===== config.mk =====
export PLATFORM = sky130hd
export DESIGN_NAME = pcs_lpi_fx
export DESIGN_NICKNAME = d
export VERILOG_FILES = /design/src/pcs_lpi_fx_pkg.sv /design/src/pcs_lpi_fx.sv
export VERILOG_INCLUDE_DIRS = /design/src
export SDC_FILE = /design/constraint.sdc
export NUM_CORES = 1
export LEC_CHECK = 0
export ABC_AREA = 1
export CORE_UTILIZATION = 68
export DETAILED_ROUTE_END_ITERATION = 12
export DONT_BUFFER_PORTS = 1
export GPL_TIMING_DRIVEN = 0
export PLACE_DENSITY_LB_ADDON = 0.15
export SLEW_MARGIN = 25
export SYNTH_ARGS = -nofsm -noshare
export SYNTH_HDL_FRONTEND = slang
export SYNTH_SLANG_ARGS = --single-unit

===== constraint.sdc =====
create_clock -name aclk -period 3.46 [get_ports aclk]
set_input_delay 0.519 -clock aclk [delete_from_list [all_inputs] [get_ports aclk]]
set_output_delay 0.519 -clock aclk [all_outputs]
set_load 0.03 [all_outputs]

===== src/pcs_lpi_fx_defines.svh =====
// Offsets, fields, code groups and timing counts of the LPI / 100FX coding block
`ifndef PCS_LPI_FX_DEFINES_SVH
`define PCS_LPI_FX_DEFINES_SVH
`define LP_CFG_OFS    8'h00
`define LP_STATE_OFS  8'h04
`define WAKE_CNT_OFS  8'h08
`define FX_CFG_OFS    8'h0C
`define FX_STATE_OFS  8'h10
`define LP_FORCE_BIT  0
`define LPS_RX_MODE   0
`define LPS_RX_QUIET  1
`define LPS_TX_MODE   2
`define LPS_TX_QUIET  3
`define LPS_RX_SEEN   4
`define LPS_TX_SENT   5
`define FXC_ENA       0
`define FXC_FEF_GEN   1
`define FXC_FEF_CHK   2
`define FXC_LOS_ENA   3
`define FXC_LOS_SEL   4
`define FXC_LOS_POL   5
`define FXC_ONE_WAY   6
`define FXS_FEF_SEEN  0
`define FXS_SIG       1
`define FXS_SYNC      2
`define FXS_SYNC_LOST 3
`define CG_IDLE       5'h1F
`define CG_LPI        5'h08
`define CG_FEF        5'h10
`define SYNC_GOOD     3'd4
`define SLEEP_CYC     8'd4
`define RESP_OKAY     2'h0
`define RESP_SLVERR   2'h2
`endif


===== src/pcs_lpi_fx_pkg.sv =====
// Types of the LPI / 100FX coding block
`default_nettype none
package pcs_lpi_fx_pkg;
  typedef enum logic [3:0] {
    TX_ACTIVE  = 4'b0001,
    TX_SLEEP   = 4'b0010,
    TX_QUIET   = 4'b0100,
    TX_REFRESH = 4'b1000
  } tx_lpi_e;
endpackage
`default_nettype wire


===== src/pcs_lpi_fx.sv =====
// LPI handling and 100FX 4b/5b coding with AXI4-Lite registers
//
// Decided for this implementation: the placing of the registers and the AXI4-Lite register port.
`include "pcs_lpi_fx_defines.svh"
`default_nettype none
module pcs_lpi_fx #(
  parameter int QUIET_CYC   = 32,
  parameter int REFRESH_CYC = 8,
  parameter int WAKE_W      = 16
) (
  // Clock and reset
  input  wire logic        aclk,
  input  wire logic        aresetn,
  // AXI4-Lite slave
  input  wire logic [7:0]  s_axi_awaddr,
  input  wire logic        s_axi_awvalid,
  output logic             s_axi_awready,
  input  wire logic [31:0] s_axi_wdata,
  input  wire logic [3:0]  s_axi_wstrb,
  input  wire logic        s_axi_wvalid,
  output logic             s_axi_wready,
  output logic [1:0]       s_axi_bresp,
  output logic             s_axi_bvalid,
  input  wire logic        s_axi_bready,
  input  wire logic [7:0]  s_axi_araddr,
  input  wire logic        s_axi_arvalid,
  output logic             s_axi_arready,
  output logic [31:0]      s_axi_rdata,
  output logic [1:0]       s_axi_rresp,
  output logic             s_axi_rvalid,
  input  wire logic        s_axi_rready,
  // MAC side
  input  wire logic [3:0]  mac_tx_data,
  input  wire logic        mac_tx_en,
  input  wire logic        mac_tx_lpi,
  output logic [3:0]       mac_rx_data,
  output logic             mac_rx_dv,
  output logic             mac_rx_lpi,
  // Line side
  output logic [4:0]       line_tx_code,
  output logic             serdes_tx_halt,
  input  wire logic [4:0]  line_rx_code,
  input  wire logic        line_rx_valid,
  input  wire logic        serdes_sd,
  input  wire logic        gpio_sd
);

  // 4b/5b encode
  function automatic logic [4:0] enc(input logic [3:0] n);
    logic [4:0] c;
    c = `CG_IDLE;
    case (n)
      4'h0: c = 5'h1E;  4'h1: c = 5'h09;  4'h2: c = 5'h14;  4'h3: c = 5'h15;
      4'h4: c = 5'h0A;  4'h5: c = 5'h0B;  4'h6: c = 5'h0E;  4'h7: c = 5'h0F;
      4'h8: c = 5'h12;  4'h9: c = 5'h13;  4'hA: c = 5'h16;  4'hB: c = 5'h17;
      4'hC: c = 5'h1A;  4'hD: c = 5'h1B;  4'hE: c = 5'h1C;  4'hF: c = 5'h1D;
      default: c = `CG_IDLE;
    endcase
    return c;
  endfunction

  // 4b/5b decode, bit 4 marks a data group
  function automatic logic [4:0] dec(input logic [4:0] c);
    logic [4:0] d;
    d = 5'h00;
    for (int i = 0; i < 16; i++)
      if (enc(4'(i)) == c) d = {1'b1, 4'(i)};
    return d;
  endfunction

  // Register state
  logic              force_tx_low_power;
  logic [6:0]        fiber100_config;
  logic              rx_idle_symbol_seen, tx_idle_symbol_sent;
  logic              far_fault_seen, sync_lost_r;
  logic [WAKE_W-1:0] wake_fail_counter;
  logic              force_nxt, rx_seen_nxt, tx_sent_nxt, fef_nxt, lost_nxt;
  logic [6:0]        fxcfg_nxt;
  logic [WAKE_W-1:0] wake_nxt;
  // Receive and transmit state
  logic                   sync_r, sync_nxt, sd_d_r;
  logic [2:0]             good_r, good_nxt;
  logic                   rx_low_power_active, rx_lpi_nxt;
  logic [3:0]             rxd_nxt;
  logic                   rxdv_nxt;
  pcs_lpi_fx_pkg::tx_lpi_e tx_st_r, tx_st_nxt;
  logic [7:0]             tmr_r, tmr_nxt;
  logic [4:0]             txc_nxt;
  // AXI state
  logic        aw_v_r, w_v_r, aw_v_nxt, w_v_nxt, bv_nxt, rv_nxt;
  logic [7:0]  aw_a_r, aw_a_nxt;
  logic [31:0] wd_r, wd_nxt, rd_nxt;
  logic [3:0]  ws_r, ws_nxt;
  logic [1:0]  br_nxt, rr_nxt;

  logic fx_on, sd_lvl, sd_ok, link_up, lpi_req, code_data, code_lpi, code_bad;
  logic do_wr, do_rd, tx_lpi_sym, tx_lpi_active, tx_quiet, rx_quiet;
  logic [4:0] rx_dec;

  // Signal detect source and polarity
  // source and polarity
  assign fx_on   = fiber100_config[`FXC_ENA];
  assign sd_lvl  = (fiber100_config[`FXC_LOS_SEL] ? gpio_sd : serdes_sd)
                   ^ fiber100_config[`FXC_LOS_POL];
  assign sd_ok   = !fiber100_config[`FXC_LOS_ENA] || sd_lvl;
  assign link_up = sync_r && sd_ok;
  assign rx_dec    = dec(line_rx_code);
  assign code_data = rx_dec[4];
  assign code_lpi  = line_rx_code == `CG_LPI;
  assign code_bad  = !code_data && !code_lpi && line_rx_code != `CG_IDLE
                     && line_rx_code != `CG_FEF;
  assign lpi_req       = mac_tx_lpi || force_tx_low_power;
  assign tx_lpi_active = tx_st_r != pcs_lpi_fx_pkg::TX_ACTIVE;
  assign tx_quiet      = tx_st_r == pcs_lpi_fx_pkg::TX_QUIET;
  assign tx_lpi_sym    = tx_st_r == pcs_lpi_fx_pkg::TX_SLEEP
                         || tx_st_r == pcs_lpi_fx_pkg::TX_REFRESH;
  // quiet while no signal in LPI
  assign rx_quiet      = rx_low_power_active && !sd_lvl;
  assign serdes_tx_halt = tx_quiet;
  assign do_wr = aw_v_r && w_v_r && !s_axi_bvalid;
  assign do_rd = s_axi_arvalid && s_axi_arready;
  assign s_axi_awready = !aw_v_r && !s_axi_bvalid;
  assign s_axi_wready  = !w_v_r && !s_axi_bvalid;
  assign s_axi_arready = !s_axi_rvalid;

  // Receive sync surveillance and data
  always_comb
  begin
    good_nxt   = good_r;
    sync_nxt   = sync_r;
    rx_lpi_nxt = rx_low_power_active;
    rxd_nxt    = mac_rx_data;
    rxdv_nxt   = 1'b0;
    if (!sd_ok)
    begin
      good_nxt = 3'd0;
      sync_nxt = 1'b0;
    end
    else if (line_rx_valid)
    begin
      if (code_bad)
      begin
        good_nxt = 3'd0;
        sync_nxt = 1'b0;
      end
      else if (good_r != `SYNC_GOOD)
        good_nxt = good_r + 3'd1;
      else
        sync_nxt = 1'b1;
      if (code_lpi)
        rx_lpi_nxt = 1'b1;
      else if (code_data || line_rx_code == `CG_IDLE)
        rx_lpi_nxt = 1'b0;
      if (code_data && link_up)
      begin
        rxd_nxt  = rx_dec[3:0];
        rxdv_nxt = 1'b1;
      end
    end
  end

  always_ff @(posedge aclk)
  begin
    if (!aresetn)
    begin
      good_r              <= 3'd0;
      sync_r              <= 1'b0;
      sd_d_r              <= 1'b0;
      rx_low_power_active <= 1'b0;
      mac_rx_data         <= 4'h0;
      mac_rx_dv           <= 1'b0;
    end
    else
    begin
      good_r              <= good_nxt;
      sync_r              <= sync_nxt;
      sd_d_r              <= sd_lvl;
      rx_low_power_active <= rx_lpi_nxt;
      mac_rx_data         <= rxd_nxt;
      mac_rx_dv           <= rxdv_nxt;
    end
  end
  assign mac_rx_lpi = rx_low_power_active;

  // Transmit LPI state machine and encoder
  always_comb
  begin
    tx_st_nxt = tx_st_r;
    tmr_nxt   = (tmr_r != 8'd0) ? tmr_r - 8'd1 : 8'd0;
    txc_nxt   = `CG_IDLE;
    case (tx_st_r)
      pcs_lpi_fx_pkg::TX_ACTIVE:
        if (lpi_req && !mac_tx_en)
        begin
          tx_st_nxt = pcs_lpi_fx_pkg::TX_SLEEP;
          tmr_nxt   = `SLEEP_CYC;
        end
      pcs_lpi_fx_pkg::TX_SLEEP:
        if (tmr_r == 8'd0)
        begin
          tx_st_nxt = pcs_lpi_fx_pkg::TX_QUIET;
          tmr_nxt   = 8'(QUIET_CYC - 1);
        end
      pcs_lpi_fx_pkg::TX_QUIET:
        if (tmr_r == 8'd0)
        begin
          tx_st_nxt = pcs_lpi_fx_pkg::TX_REFRESH;
          tmr_nxt   = 8'(REFRESH_CYC - 1);
        end
      pcs_lpi_fx_pkg::TX_REFRESH:
        if (tmr_r == 8'd0)
        begin
          tx_st_nxt = pcs_lpi_fx_pkg::TX_QUIET;
          tmr_nxt   = 8'(QUIET_CYC - 1);
        end
      default: tx_st_nxt = pcs_lpi_fx_pkg::TX_ACTIVE;
    endcase
    if (!lpi_req)
      tx_st_nxt = pcs_lpi_fx_pkg::TX_ACTIVE;
    // LPI groups in sleep and refresh
    if (tx_lpi_sym)
      txc_nxt = `CG_LPI;
    else if (fx_on && fiber100_config[`FXC_FEF_GEN] && !link_up)
      txc_nxt = `CG_FEF;
    else if (!tx_lpi_active && mac_tx_en
             && (!fx_on || link_up || fiber100_config[`FXC_ONE_WAY]))
      txc_nxt = enc(mac_tx_data);
  end

  always_ff @(posedge aclk)
  begin
    if (!aresetn)
    begin
      tx_st_r      <= pcs_lpi_fx_pkg::TX_ACTIVE;
      tmr_r        <= 8'd0;
      line_tx_code <= `CG_IDLE;
    end
    else
    begin
      tx_st_r      <= tx_st_nxt;
      tmr_r        <= tmr_nxt;
      line_tx_code <= txc_nxt;
    end
  end

  // Register writes, stickies and wake counter
  always_comb
  begin
    force_nxt   = force_tx_low_power;
    fxcfg_nxt   = fiber100_config;
    rx_seen_nxt = rx_idle_symbol_seen;
    tx_sent_nxt = tx_idle_symbol_sent;
    fef_nxt     = far_fault_seen;
    lost_nxt    = sync_lost_r;
    wake_nxt    = wake_fail_counter;
    if (do_wr && ws_r[0])
    begin
      if (aw_a_r == `LP_CFG_OFS && !fx_on)
        force_nxt = wd_r[`LP_FORCE_BIT];
      if (aw_a_r == `LP_STATE_OFS && !fx_on)
      begin
        if (wd_r[`LPS_RX_SEEN]) rx_seen_nxt = 1'b0;
        if (wd_r[`LPS_TX_SENT]) tx_sent_nxt = 1'b0;
      end
      if (aw_a_r == `FX_CFG_OFS)
        fxcfg_nxt = wd_r[6:0];
      if (aw_a_r == `FX_STATE_OFS)
      begin
        if (wd_r[`FXS_FEF_SEEN])  fef_nxt  = 1'b0;
        if (wd_r[`FXS_SYNC_LOST]) lost_nxt = 1'b0;
      end
    end
    if (line_rx_valid && code_lpi) rx_seen_nxt = 1'b1;
    if (tx_lpi_sym) tx_sent_nxt = 1'b1;
    if (fx_on && fiber100_config[`FXC_FEF_CHK] && line_rx_valid
        && line_rx_code == `CG_FEF)
      fef_nxt = 1'b1;
    if (fx_on && sync_r && !sync_nxt) lost_nxt = 1'b1;
    if (sd_lvl && !sd_d_r && !sync_r && wake_fail_counter != '1)
      wake_nxt = wake_fail_counter + WAKE_W'(1);
  end

  always_ff @(posedge aclk)
  begin
    if (!aresetn)
    begin
      force_tx_low_power  <= 1'b0;
      fiber100_config     <= 7'h00;
      rx_idle_symbol_seen <= 1'b0;
      tx_idle_symbol_sent <= 1'b0;
      far_fault_seen      <= 1'b0;
      sync_lost_r         <= 1'b0;
      wake_fail_counter   <= '0;
    end
    else
    begin
      force_tx_low_power  <= force_nxt;
      fiber100_config     <= fxcfg_nxt;
      rx_idle_symbol_seen <= rx_seen_nxt;
      tx_idle_symbol_sent <= tx_sent_nxt;
      far_fault_seen      <= fef_nxt;
      sync_lost_r         <= lost_nxt;
      wake_fail_counter   <= wake_nxt;
    end
  end

  // AXI4-Lite channel handling and read mux
  always_comb
  begin
    aw_v_nxt = aw_v_r;
    aw_a_nxt = aw_a_r;
    w_v_nxt  = w_v_r;
    wd_nxt   = wd_r;
    ws_nxt   = ws_r;
    bv_nxt   = s_axi_bvalid && !s_axi_bready;
    br_nxt   = s_axi_bresp;
    rv_nxt   = s_axi_rvalid && !s_axi_rready;
    rd_nxt   = s_axi_rdata;
    rr_nxt   = s_axi_rresp;
    if (s_axi_awvalid && s_axi_awready)
    begin
      aw_v_nxt = 1'b1;
      aw_a_nxt = s_axi_awaddr;
    end
    if (s_axi_wvalid && s_axi_wready)
    begin
      w_v_nxt = 1'b1;
      wd_nxt  = s_axi_wdata;
      ws_nxt  = s_axi_wstrb;
    end
    if (do_wr)
    begin
      aw_v_nxt = 1'b0;
      w_v_nxt  = 1'b0;
      bv_nxt   = 1'b1;
      br_nxt   = (aw_a_r <= `FX_STATE_OFS && aw_a_r[1:0] == 2'b00)
                 ? `RESP_OKAY : `RESP_SLVERR;
    end
    if (do_rd)
    begin
      rv_nxt = 1'b1;
      rr_nxt = `RESP_OKAY;
      rd_nxt = 32'h0000_0000;
      case (s_axi_araddr)
        `LP_CFG_OFS:   rd_nxt[`LP_FORCE_BIT] = force_tx_low_power && !fx_on;
        `LP_STATE_OFS:
          if (!fx_on)
            rd_nxt[5:0] = {tx_idle_symbol_sent, rx_idle_symbol_seen, tx_quiet,
                           tx_lpi_active, rx_quiet, rx_low_power_active};
        `WAKE_CNT_OFS:
          if (!fx_on) rd_nxt[WAKE_W-1:0] = wake_fail_counter;
        `FX_CFG_OFS:   rd_nxt[6:0] = fiber100_config;
        `FX_STATE_OFS: rd_nxt[3:0] = {sync_lost_r, sync_r, sd_lvl, far_fault_seen};
        default:       rr_nxt = `RESP_SLVERR;
      endcase
    end
  end

  always_ff @(posedge aclk)
  begin
    if (!aresetn)
    begin
      aw_v_r       <= 1'b0;
      aw_a_r       <= 8'h00;
      w_v_r        <= 1'b0;
      wd_r         <= 32'h0000_0000;
      ws_r         <= 4'h0;
      s_axi_bvalid <= 1'b0;
      s_axi_bresp  <= 2'h0;
      s_axi_rvalid <= 1'b0;
      s_axi_rdata  <= 32'h0000_0000;
      s_axi_rresp  <= 2'h0;
    end
    else
    begin
      aw_v_r       <= aw_v_nxt;
      aw_a_r       <= aw_a_nxt;
      w_v_r        <= w_v_nxt;
      wd_r         <= wd_nxt;
      ws_r         <= ws_nxt;
      s_axi_bvalid <= bv_nxt;
      s_axi_bresp  <= br_nxt;
      s_axi_rvalid <= rv_nxt;
      s_axi_rdata  <= rd_nxt;
      s_axi_rresp  <= rr_nxt;
    end
  end
endmodule // pcs_lpi_fx
`default_nettype wire


==> results of run 1 <==
==> cell usage after synthesis (all sizes together) <==
cell type  instances  share of area
or2                2         0.0026
clkbuf            12          0.010
clkinv             1        0.00078
nor3              21          0.026
nand2            121           0.10
o221ai             2         0.0037
inv               87          0.068
ha                 5          0.013
a21oi             74          0.080
xnor2              3         0.0055
o211ai             2         0.0031
nor3b              1         0.0026
nor4               3         0.0071
nor2              81          0.075
o2111a             1         0.0024
buf               23          0.037
xor2              10          0.021
o21ai             61          0.067
dfxtp             94           0.39
nand3b             2         0.0031
conb               1        0.00078
o21a               1         0.0016
a41oi              1         0.0018
nand3             38          0.046
o22ai              2         0.0039
nand4             12          0.019
and3               1         0.0013
a31oi              2         0.0026
==> kinds of logic after synthesis <==
family	after synthesis	share of synthesized area
AND/OR/NAND/NOR	282	0.283
AO/OA/AOI/OAI	146	0.166
buffers and inverters	123	0.117
flip-flops	94	0.394
XOR/XNOR	13	0.0270
adder cells (fa/ha/maj)	5	0.0131
other	1	0.000785
==> registers in the layout, indices dropped and copies added (netlist names), 3 cells and up <==
register           count
aw_a_r                 8
fiber100_config        7
good_r                 3
line_tx_code           5
mac_rx_data            4
s_axi_rdata           16
tmr_r                  8
tx_st_r                4
wake_fail_counter     16
wd_r                   7
==> area by class of cell <==
| type | instances | area (µm²) | share of cell area |
|---|---|---|---|
| multi-input cells | 464 | 2400 | 0.468 |
| flip-flops and latches | 94 | 1880 | 0.366 |
| inverters | 88 | 330 | 0.0643 |
| plain buffers | 35 | 226 | 0.0441 |
| clock buffers | 11 | 131 | 0.0256 |
| well taps | 96 | 120 | 0.0234 |
| clock inverters | 5 | 45.0 | 0.00877 |
==> worst register-to-register path, stage by stage, from the launching register on <==
cell	delay [ns]
dfxtp_1	0.45
nor2_1	0.53
nand2_1	0.27
clkbuf_1	0.27
o21ai_0	0.20
a21oi_1	0.05
==> path summary, 6_finish.rpt <==
| kind | to | slack, ns | cells after the start |
|---|---|---|---|
| setup / recovery | wd_r[5]$_SDFFE_PN0P_ | 1.58 | 5 |
| setup reg to reg | wd_r[5]$_SDFFE_PN0P_ | 1.58 | 5 |
| hold / removal | line_tx_code[0]$_SDFF_PN1_ | 0.31 | 2 |
| hold reg to reg | tmr_r[0]$_SDFF_PN0_ | 0.44 | 1 |
==> per-layer routing <==
layer	track usage	wire length, µm
met5	0	0
met4	0.121	287
met3	0.0616	860
met2	0.537	5390
met1	0.380	4450
==> metrics by stage <==
stage          area (µm²)  total power [µW]  setup WS, ns
4_1_cts              5140              2420          1.56
3_3_place_gp         4960              1730          1.60
2_1_floorplan        4840              1660          1.76
3_5_place_dp         4960              1760          1.58
5_1_grt              5140              2550          1.41
6_report             5140              2410          1.58
==> where the power goes <==
| group | switching [µW] | internal [µW] |
|---|---|---|
| Combinational | 346 | 176 |
| Clock | 398 | 271 |
| Sequential | 66.4 | 1160 |
| Total | 810 | 1600 |
==> results.md, run 1 <==
- Vias per cell: 5.60
- Clk buf depth: 2
- Diode count: 0
- Crit path time final: 1.88 ns
- Post-DP HPWL: about 8400 µm
- CP max FO: 10
- Crit path from: s_axi_bvalid$_SDFF_PN0_
- Fmax: 0.531 GHz
- Cell Count, Final, Fillers Out: 793
- Crit-path slowest cell: nor2_1
- Drt total wl: between 10000 and 15000 µm
- Initial core utilization: 0.703
- Final Wtd Congestion: between 0.9 and 1
- Commonest non-fill, non-tap cell in the layout: nand2_1
- Status: finished clean
- First-pass GRT wire length: 18000 µm
- Clock root cell: clkbuf_8
- Setup Viol. Count Final: 0
- Worst r2r src: s_axi_bvalid$_SDFF_PN0_
- Post-CTS Setup Bufs: 0
- Warnings from Yosys: 0
- Worst skew pair latency: 0.36 ns
- IO buf count: 0
- CP Launch Type: flip-flop
- WP buf/inv: 1
- Core Rows: 30
- Filler cell count: approximately 530
- CTS Buf Count: 9
- CTS tree: done
- Clk sink count: 94
- Share of layout cells above drive strength 1: 0.132
- Final hold vios: 0
- Hold WC Path Type: input port to flip-flop
- MaxCap Viol Count: 0
- Slew Limit Fails: 0
- Max incr delay on CP: 0.53 ns
- Register bit total from synthesis: 94
- CP top delay family: simple AND/OR/NAND/NOR gates
- Post-synthesis sequential area ratio: 0.394
- Routed WL per cell: 13.9 µm
- Initial antenna violation count: 0
- Hold-fix buffers, CTS: 0
- Final #Nets: slightly below 800
- GRT Overall Usage: 0.310
- Grt ovf: 0
- Largest net degree at the start of global routing: 17
- Most frequent cells in the layout: 110 x nand2_1, 94 x dfxtp_1, 79 x inv_1, 71 x a21oi_1, 68 x nor2_1
- Via count of the routed design: 4444
- Post-route ant nets: 0
- I/O pins: 126
- Worst hold start: mac_tx_data[0]
- Synthesized area per cell: 7.20 µm²
- Die Ht: roughly 86 µm
- CP Class: flip-flop to flip-flop
- Period utilization: 0.544
- Worst Clk Skew: 0.0132 ns
- Placed cell count: 777
- # DRC: 0
- Peak VDD IR: 0.324 mV
- Cell Area, Synth: 0.00478 mm²
- P_leak: 0.00216 µW
- Slew @ Worst Pin: 0.658 ns
- Final core occ: 0.756
- Critical path arrival: 2.13 ns
- Crit end category: flip-flop
- Worst hold margin: between 0.3 and 0.4 ns
- Gate count of the mapped netlist: 664
- Number of global-route vias before repair: approximately 4000
- PwrDens: 470 mW/mm²
- Clock Pin Slew Worst Setup and Hold Paths: 0.09 ns
- H-tree Lvls: 3
- Layout area overhead: 7.54%
- Worst Path Required: 3.71 ns
- DRT iter0 DRCs: 229
- RSZ-0062 raised after global routing: false
- First-pass DRT Iterations: 5
- Gates resized, CTS repair: 0
- Worst path cell trace: nor2_1 > nand2_1 > clkbuf_1 > o21ai_0 > a21oi_1
- Count of different cell masters after synthesis: 46
- Core box area: 0.00679 mm²
- Die width: 85.8 µm
- Die area: 0.00737 mm²
- Normalized max-slew margin: 0.562
- Fin Setup TNS: 0 ns
Power figures use the tool's default switching activity.
==> run 2: changes to the inputs <==
- CORE_UTILIZATION: 68 -> 63
- clock period: 3.46 -> 1.82 ns (I/O delays scaled with it)
==> run 2 against run 1 <==
  * Combinational power grew 91%
  * Cell count increased by 1.0%
  * Flip-flop and latch count did not move
  * Via count up 1.3%
  * Critical path depth is 3 higher
  * Maximum frequency increased by 10%
  * Die area increased by 7.8%
  * Sequential share of layout area fell by 0.72 points
  * Clock skew decreased by 0.00053 ns
  * Power is 92% higher
==> results.md, run 2 (synthesis results as in run 1) <==
- Status: finished clean
- CP Class: flip-flop to flip-flop
- GRT Overall Usage: 0.297 (-0.0135)
- Largest net degree at the start of global routing: 17 (unchanged)
- Critical path arrival: 1.97 ns (-0.16 ns)
- First-pass GRT wire length: 17900 µm (-0.54%)
- Number of global-route vias before repair: 3875 (-3.4%)
- CTS Buf Count: 9 (unchanged)
- Top flop regs: s_axi_rdata x16, wake_fail_counter x16
- Tot Pwr: 4630 µW (+92%)
- Die width: 89.1 µm (+3.8%)
- First-pass DRT Iterations: 7 (+2)
- Initial antenna violation count: 0 (unchanged)
- Core Rows: 31 (+3.3%)
- Routed WL per cell: 14.2 µm (+2.4%)
- Die area: 0.00794 mm² (+7.8%)
- DRT iter0 DRCs: 280 (+22%)
- Setup Viol. Count Final: 0 (unchanged)
- Max incr delay on CP: 0.43 ns (-0.10 ns)
- CP max FO: 5 (-5)
- Normalized max-slew margin: 0.575 (+0.0129)
- Via count of the routed design: 4502 (+1.3%)
- Crit end category: flip-flop
- Fmax: 0.585 GHz (+10%)
- MaxCap Viol Count: 0 (unchanged)
- Final hold vios: 0 (unchanged)
- Share of layout cells above drive strength 1: 0.162 (+0.0304)
- Worst Clk Skew: 0.0126 ns (-0.000532 ns)
- Placed cell count: 780 (+0.39%)
- Crit path time final: 1.71 ns (-0.175 ns)
- Vias per cell: 5.62 (+0.29%)
- RSZ-0062 raised after global routing: false
- Grt ovf: 0 (unchanged)
- Layout area overhead: 10.0%
- PwrDens: 882 mW/mm² (+88%)
- CP Launch Type: flip-flop
- Clock root cell: clkbuf_8
- Final #Nets: 775 (+0.65%)
- Clk sink count: 94 (unchanged)
- Worst path cell trace: inv_1 > xor2_4 > nand2_2 > nand2_2 > nand3_1 > nand3_1 > o21ai_0 > nand2_1
- CTS tree: done
- P_leak: 0.00220 µW (+2.1%)
- Post-route ant nets: 0 (unchanged)
- Slew Limit Fails: 0 (unchanged)
- Slew @ Worst Pin: 0.638 ns (-0.0194 ns)
- Post-DP HPWL: 8590 µm (+2.3%)
- H-tree Lvls: 3 (unchanged)
- Commonest non-fill, non-tap cell in the layout: nand2_1
- Cell Count, Final, Fillers Out: 801 (+1.0%)
- Peak VDD IR: 0.564 mV (+74%)
- CP top delay family: simple AND/OR/NAND/NOR gates
- I/O pins: 126 (unchanged)
- Initial core utilization: 0.655 (-0.0480)
- Worst Path Required: 2.09 ns (-1.62 ns)
- Drt total wl: 11400 µm (+3.5%)
- Clock Pin Slew Worst Setup and Hold Paths: 0.09 ns (about the same)
- Worst skew pair latency: 0.37 ns (about the same)
- Hold WC Path Type: input port to flip-flop
- Core box area: 0.00729 mm² (+7.3%)
- Die Ht: 89.1 µm (+3.8%)
- Clk buf depth: 2 (unchanged)
- Crit-path slowest cell: dfxtp_1
- # DRC: 0 (unchanged)
- Diode count: 0 (unchanged)
- IO buf count: 0 (unchanged)
- Period utilization: 0.939 (+0.395)
- Final Wtd Congestion: 0.939 (-2.5%)
- Final core occ: 0.721 (-0.0355)
- WP buf/inv: 1 (unchanged)
- Most frequent cells in the layout: 109 x nand2_1, 90 x dfxtp_1, 78 x inv_1, 70 x a21oi_1, 65 x nor2_1
-- run 2: cell types whose count changed in the layout (fill, tap and decap cells not counted), moves of 2 or more --
cell and change:
dfxtp_1 -4, o21ai_1 +4, buf_4 +6, dfxtp_2 +4
clkinv_4 -2, nor2_2 +3, clkbuf_1 -4, o21ai_0 -4
nor2_1 -3, inv_6 +3, clkbuf_2 +2
-- run 2: final cells by class --
cell class	instances	area [µm²]
Buffer	34	225
Clock buffer	11	141
Clock inverter	5	40.0
Fill cell	627	2040
Inverter	88	334
Multi-Input combinational cell	464	2460
Sequential cell	94	1890
Tap cell	99	124
Timing Repair Buffer	6	45.0
-- run 2: repair_timing --
| item | CTS | global route |
|---|---|---|
| pin swaps | 0 | 3 |
| hold buffers | 0 | 0 |
| buffers inserted | 0 | 6 |
| endpoints found under the setup margin | 16 | 49 |
| resized for setup | 4 | 18 |
-- run 2: final timing paths --
path	slack, ns	start	endpoint	depth (start not counted)
max	0.11	fiber100_config[5]$_SDFFE_PN0P_	line_tx_code[3]$_SDFF_PP1_	8
min	0.03	mac_tx_data[0]	line_tx_code[0]$_SDFF_PN1_	2
max reg2reg	0.11	fiber100_config[5]$_SDFFE_PN0P_	line_tx_code[3]$_SDFF_PP1_	8
min reg2reg	0.45	tmr_r[0]$_SDFF_PN0_	tmr_r[0]$_SDFF_PN0_	1
-- run 2: power by group --
part	switching, µW	internal [µW]
Clock	756	550
Sequential	132	2200
Combinational	650	346
-- run 2: through the flow --
| step | hold WS (ns) | setup TNS, ns | worst slack [ns] | area (µm²) |
|---|---|---|---|---|
| floorplan | 0.406 | 0 | 0.122 | 4840 |
| global placement | 0.417 | -0.0886 | -0.0413 | 4970 |
| detailed placement | 0.425 | -0.214 | -0.0803 | 4970 |
| CTS | 0.0385 | 0 | 0.00339 | 5150 |
| global route | 0.0350 | 0 | 0.00169 | 5260 |
| finish | 0.0258 | 0 | 0.111 | 5260 |
-- run 2: layer usage --
metal	global-route usage	wire, µm	vias up
li1	-	-	2205
met3	0.0554	952	25
met5	0	0	-
met2	0.507	5710	206
met4	0.120	291	0
met1	0.369	4420	2066
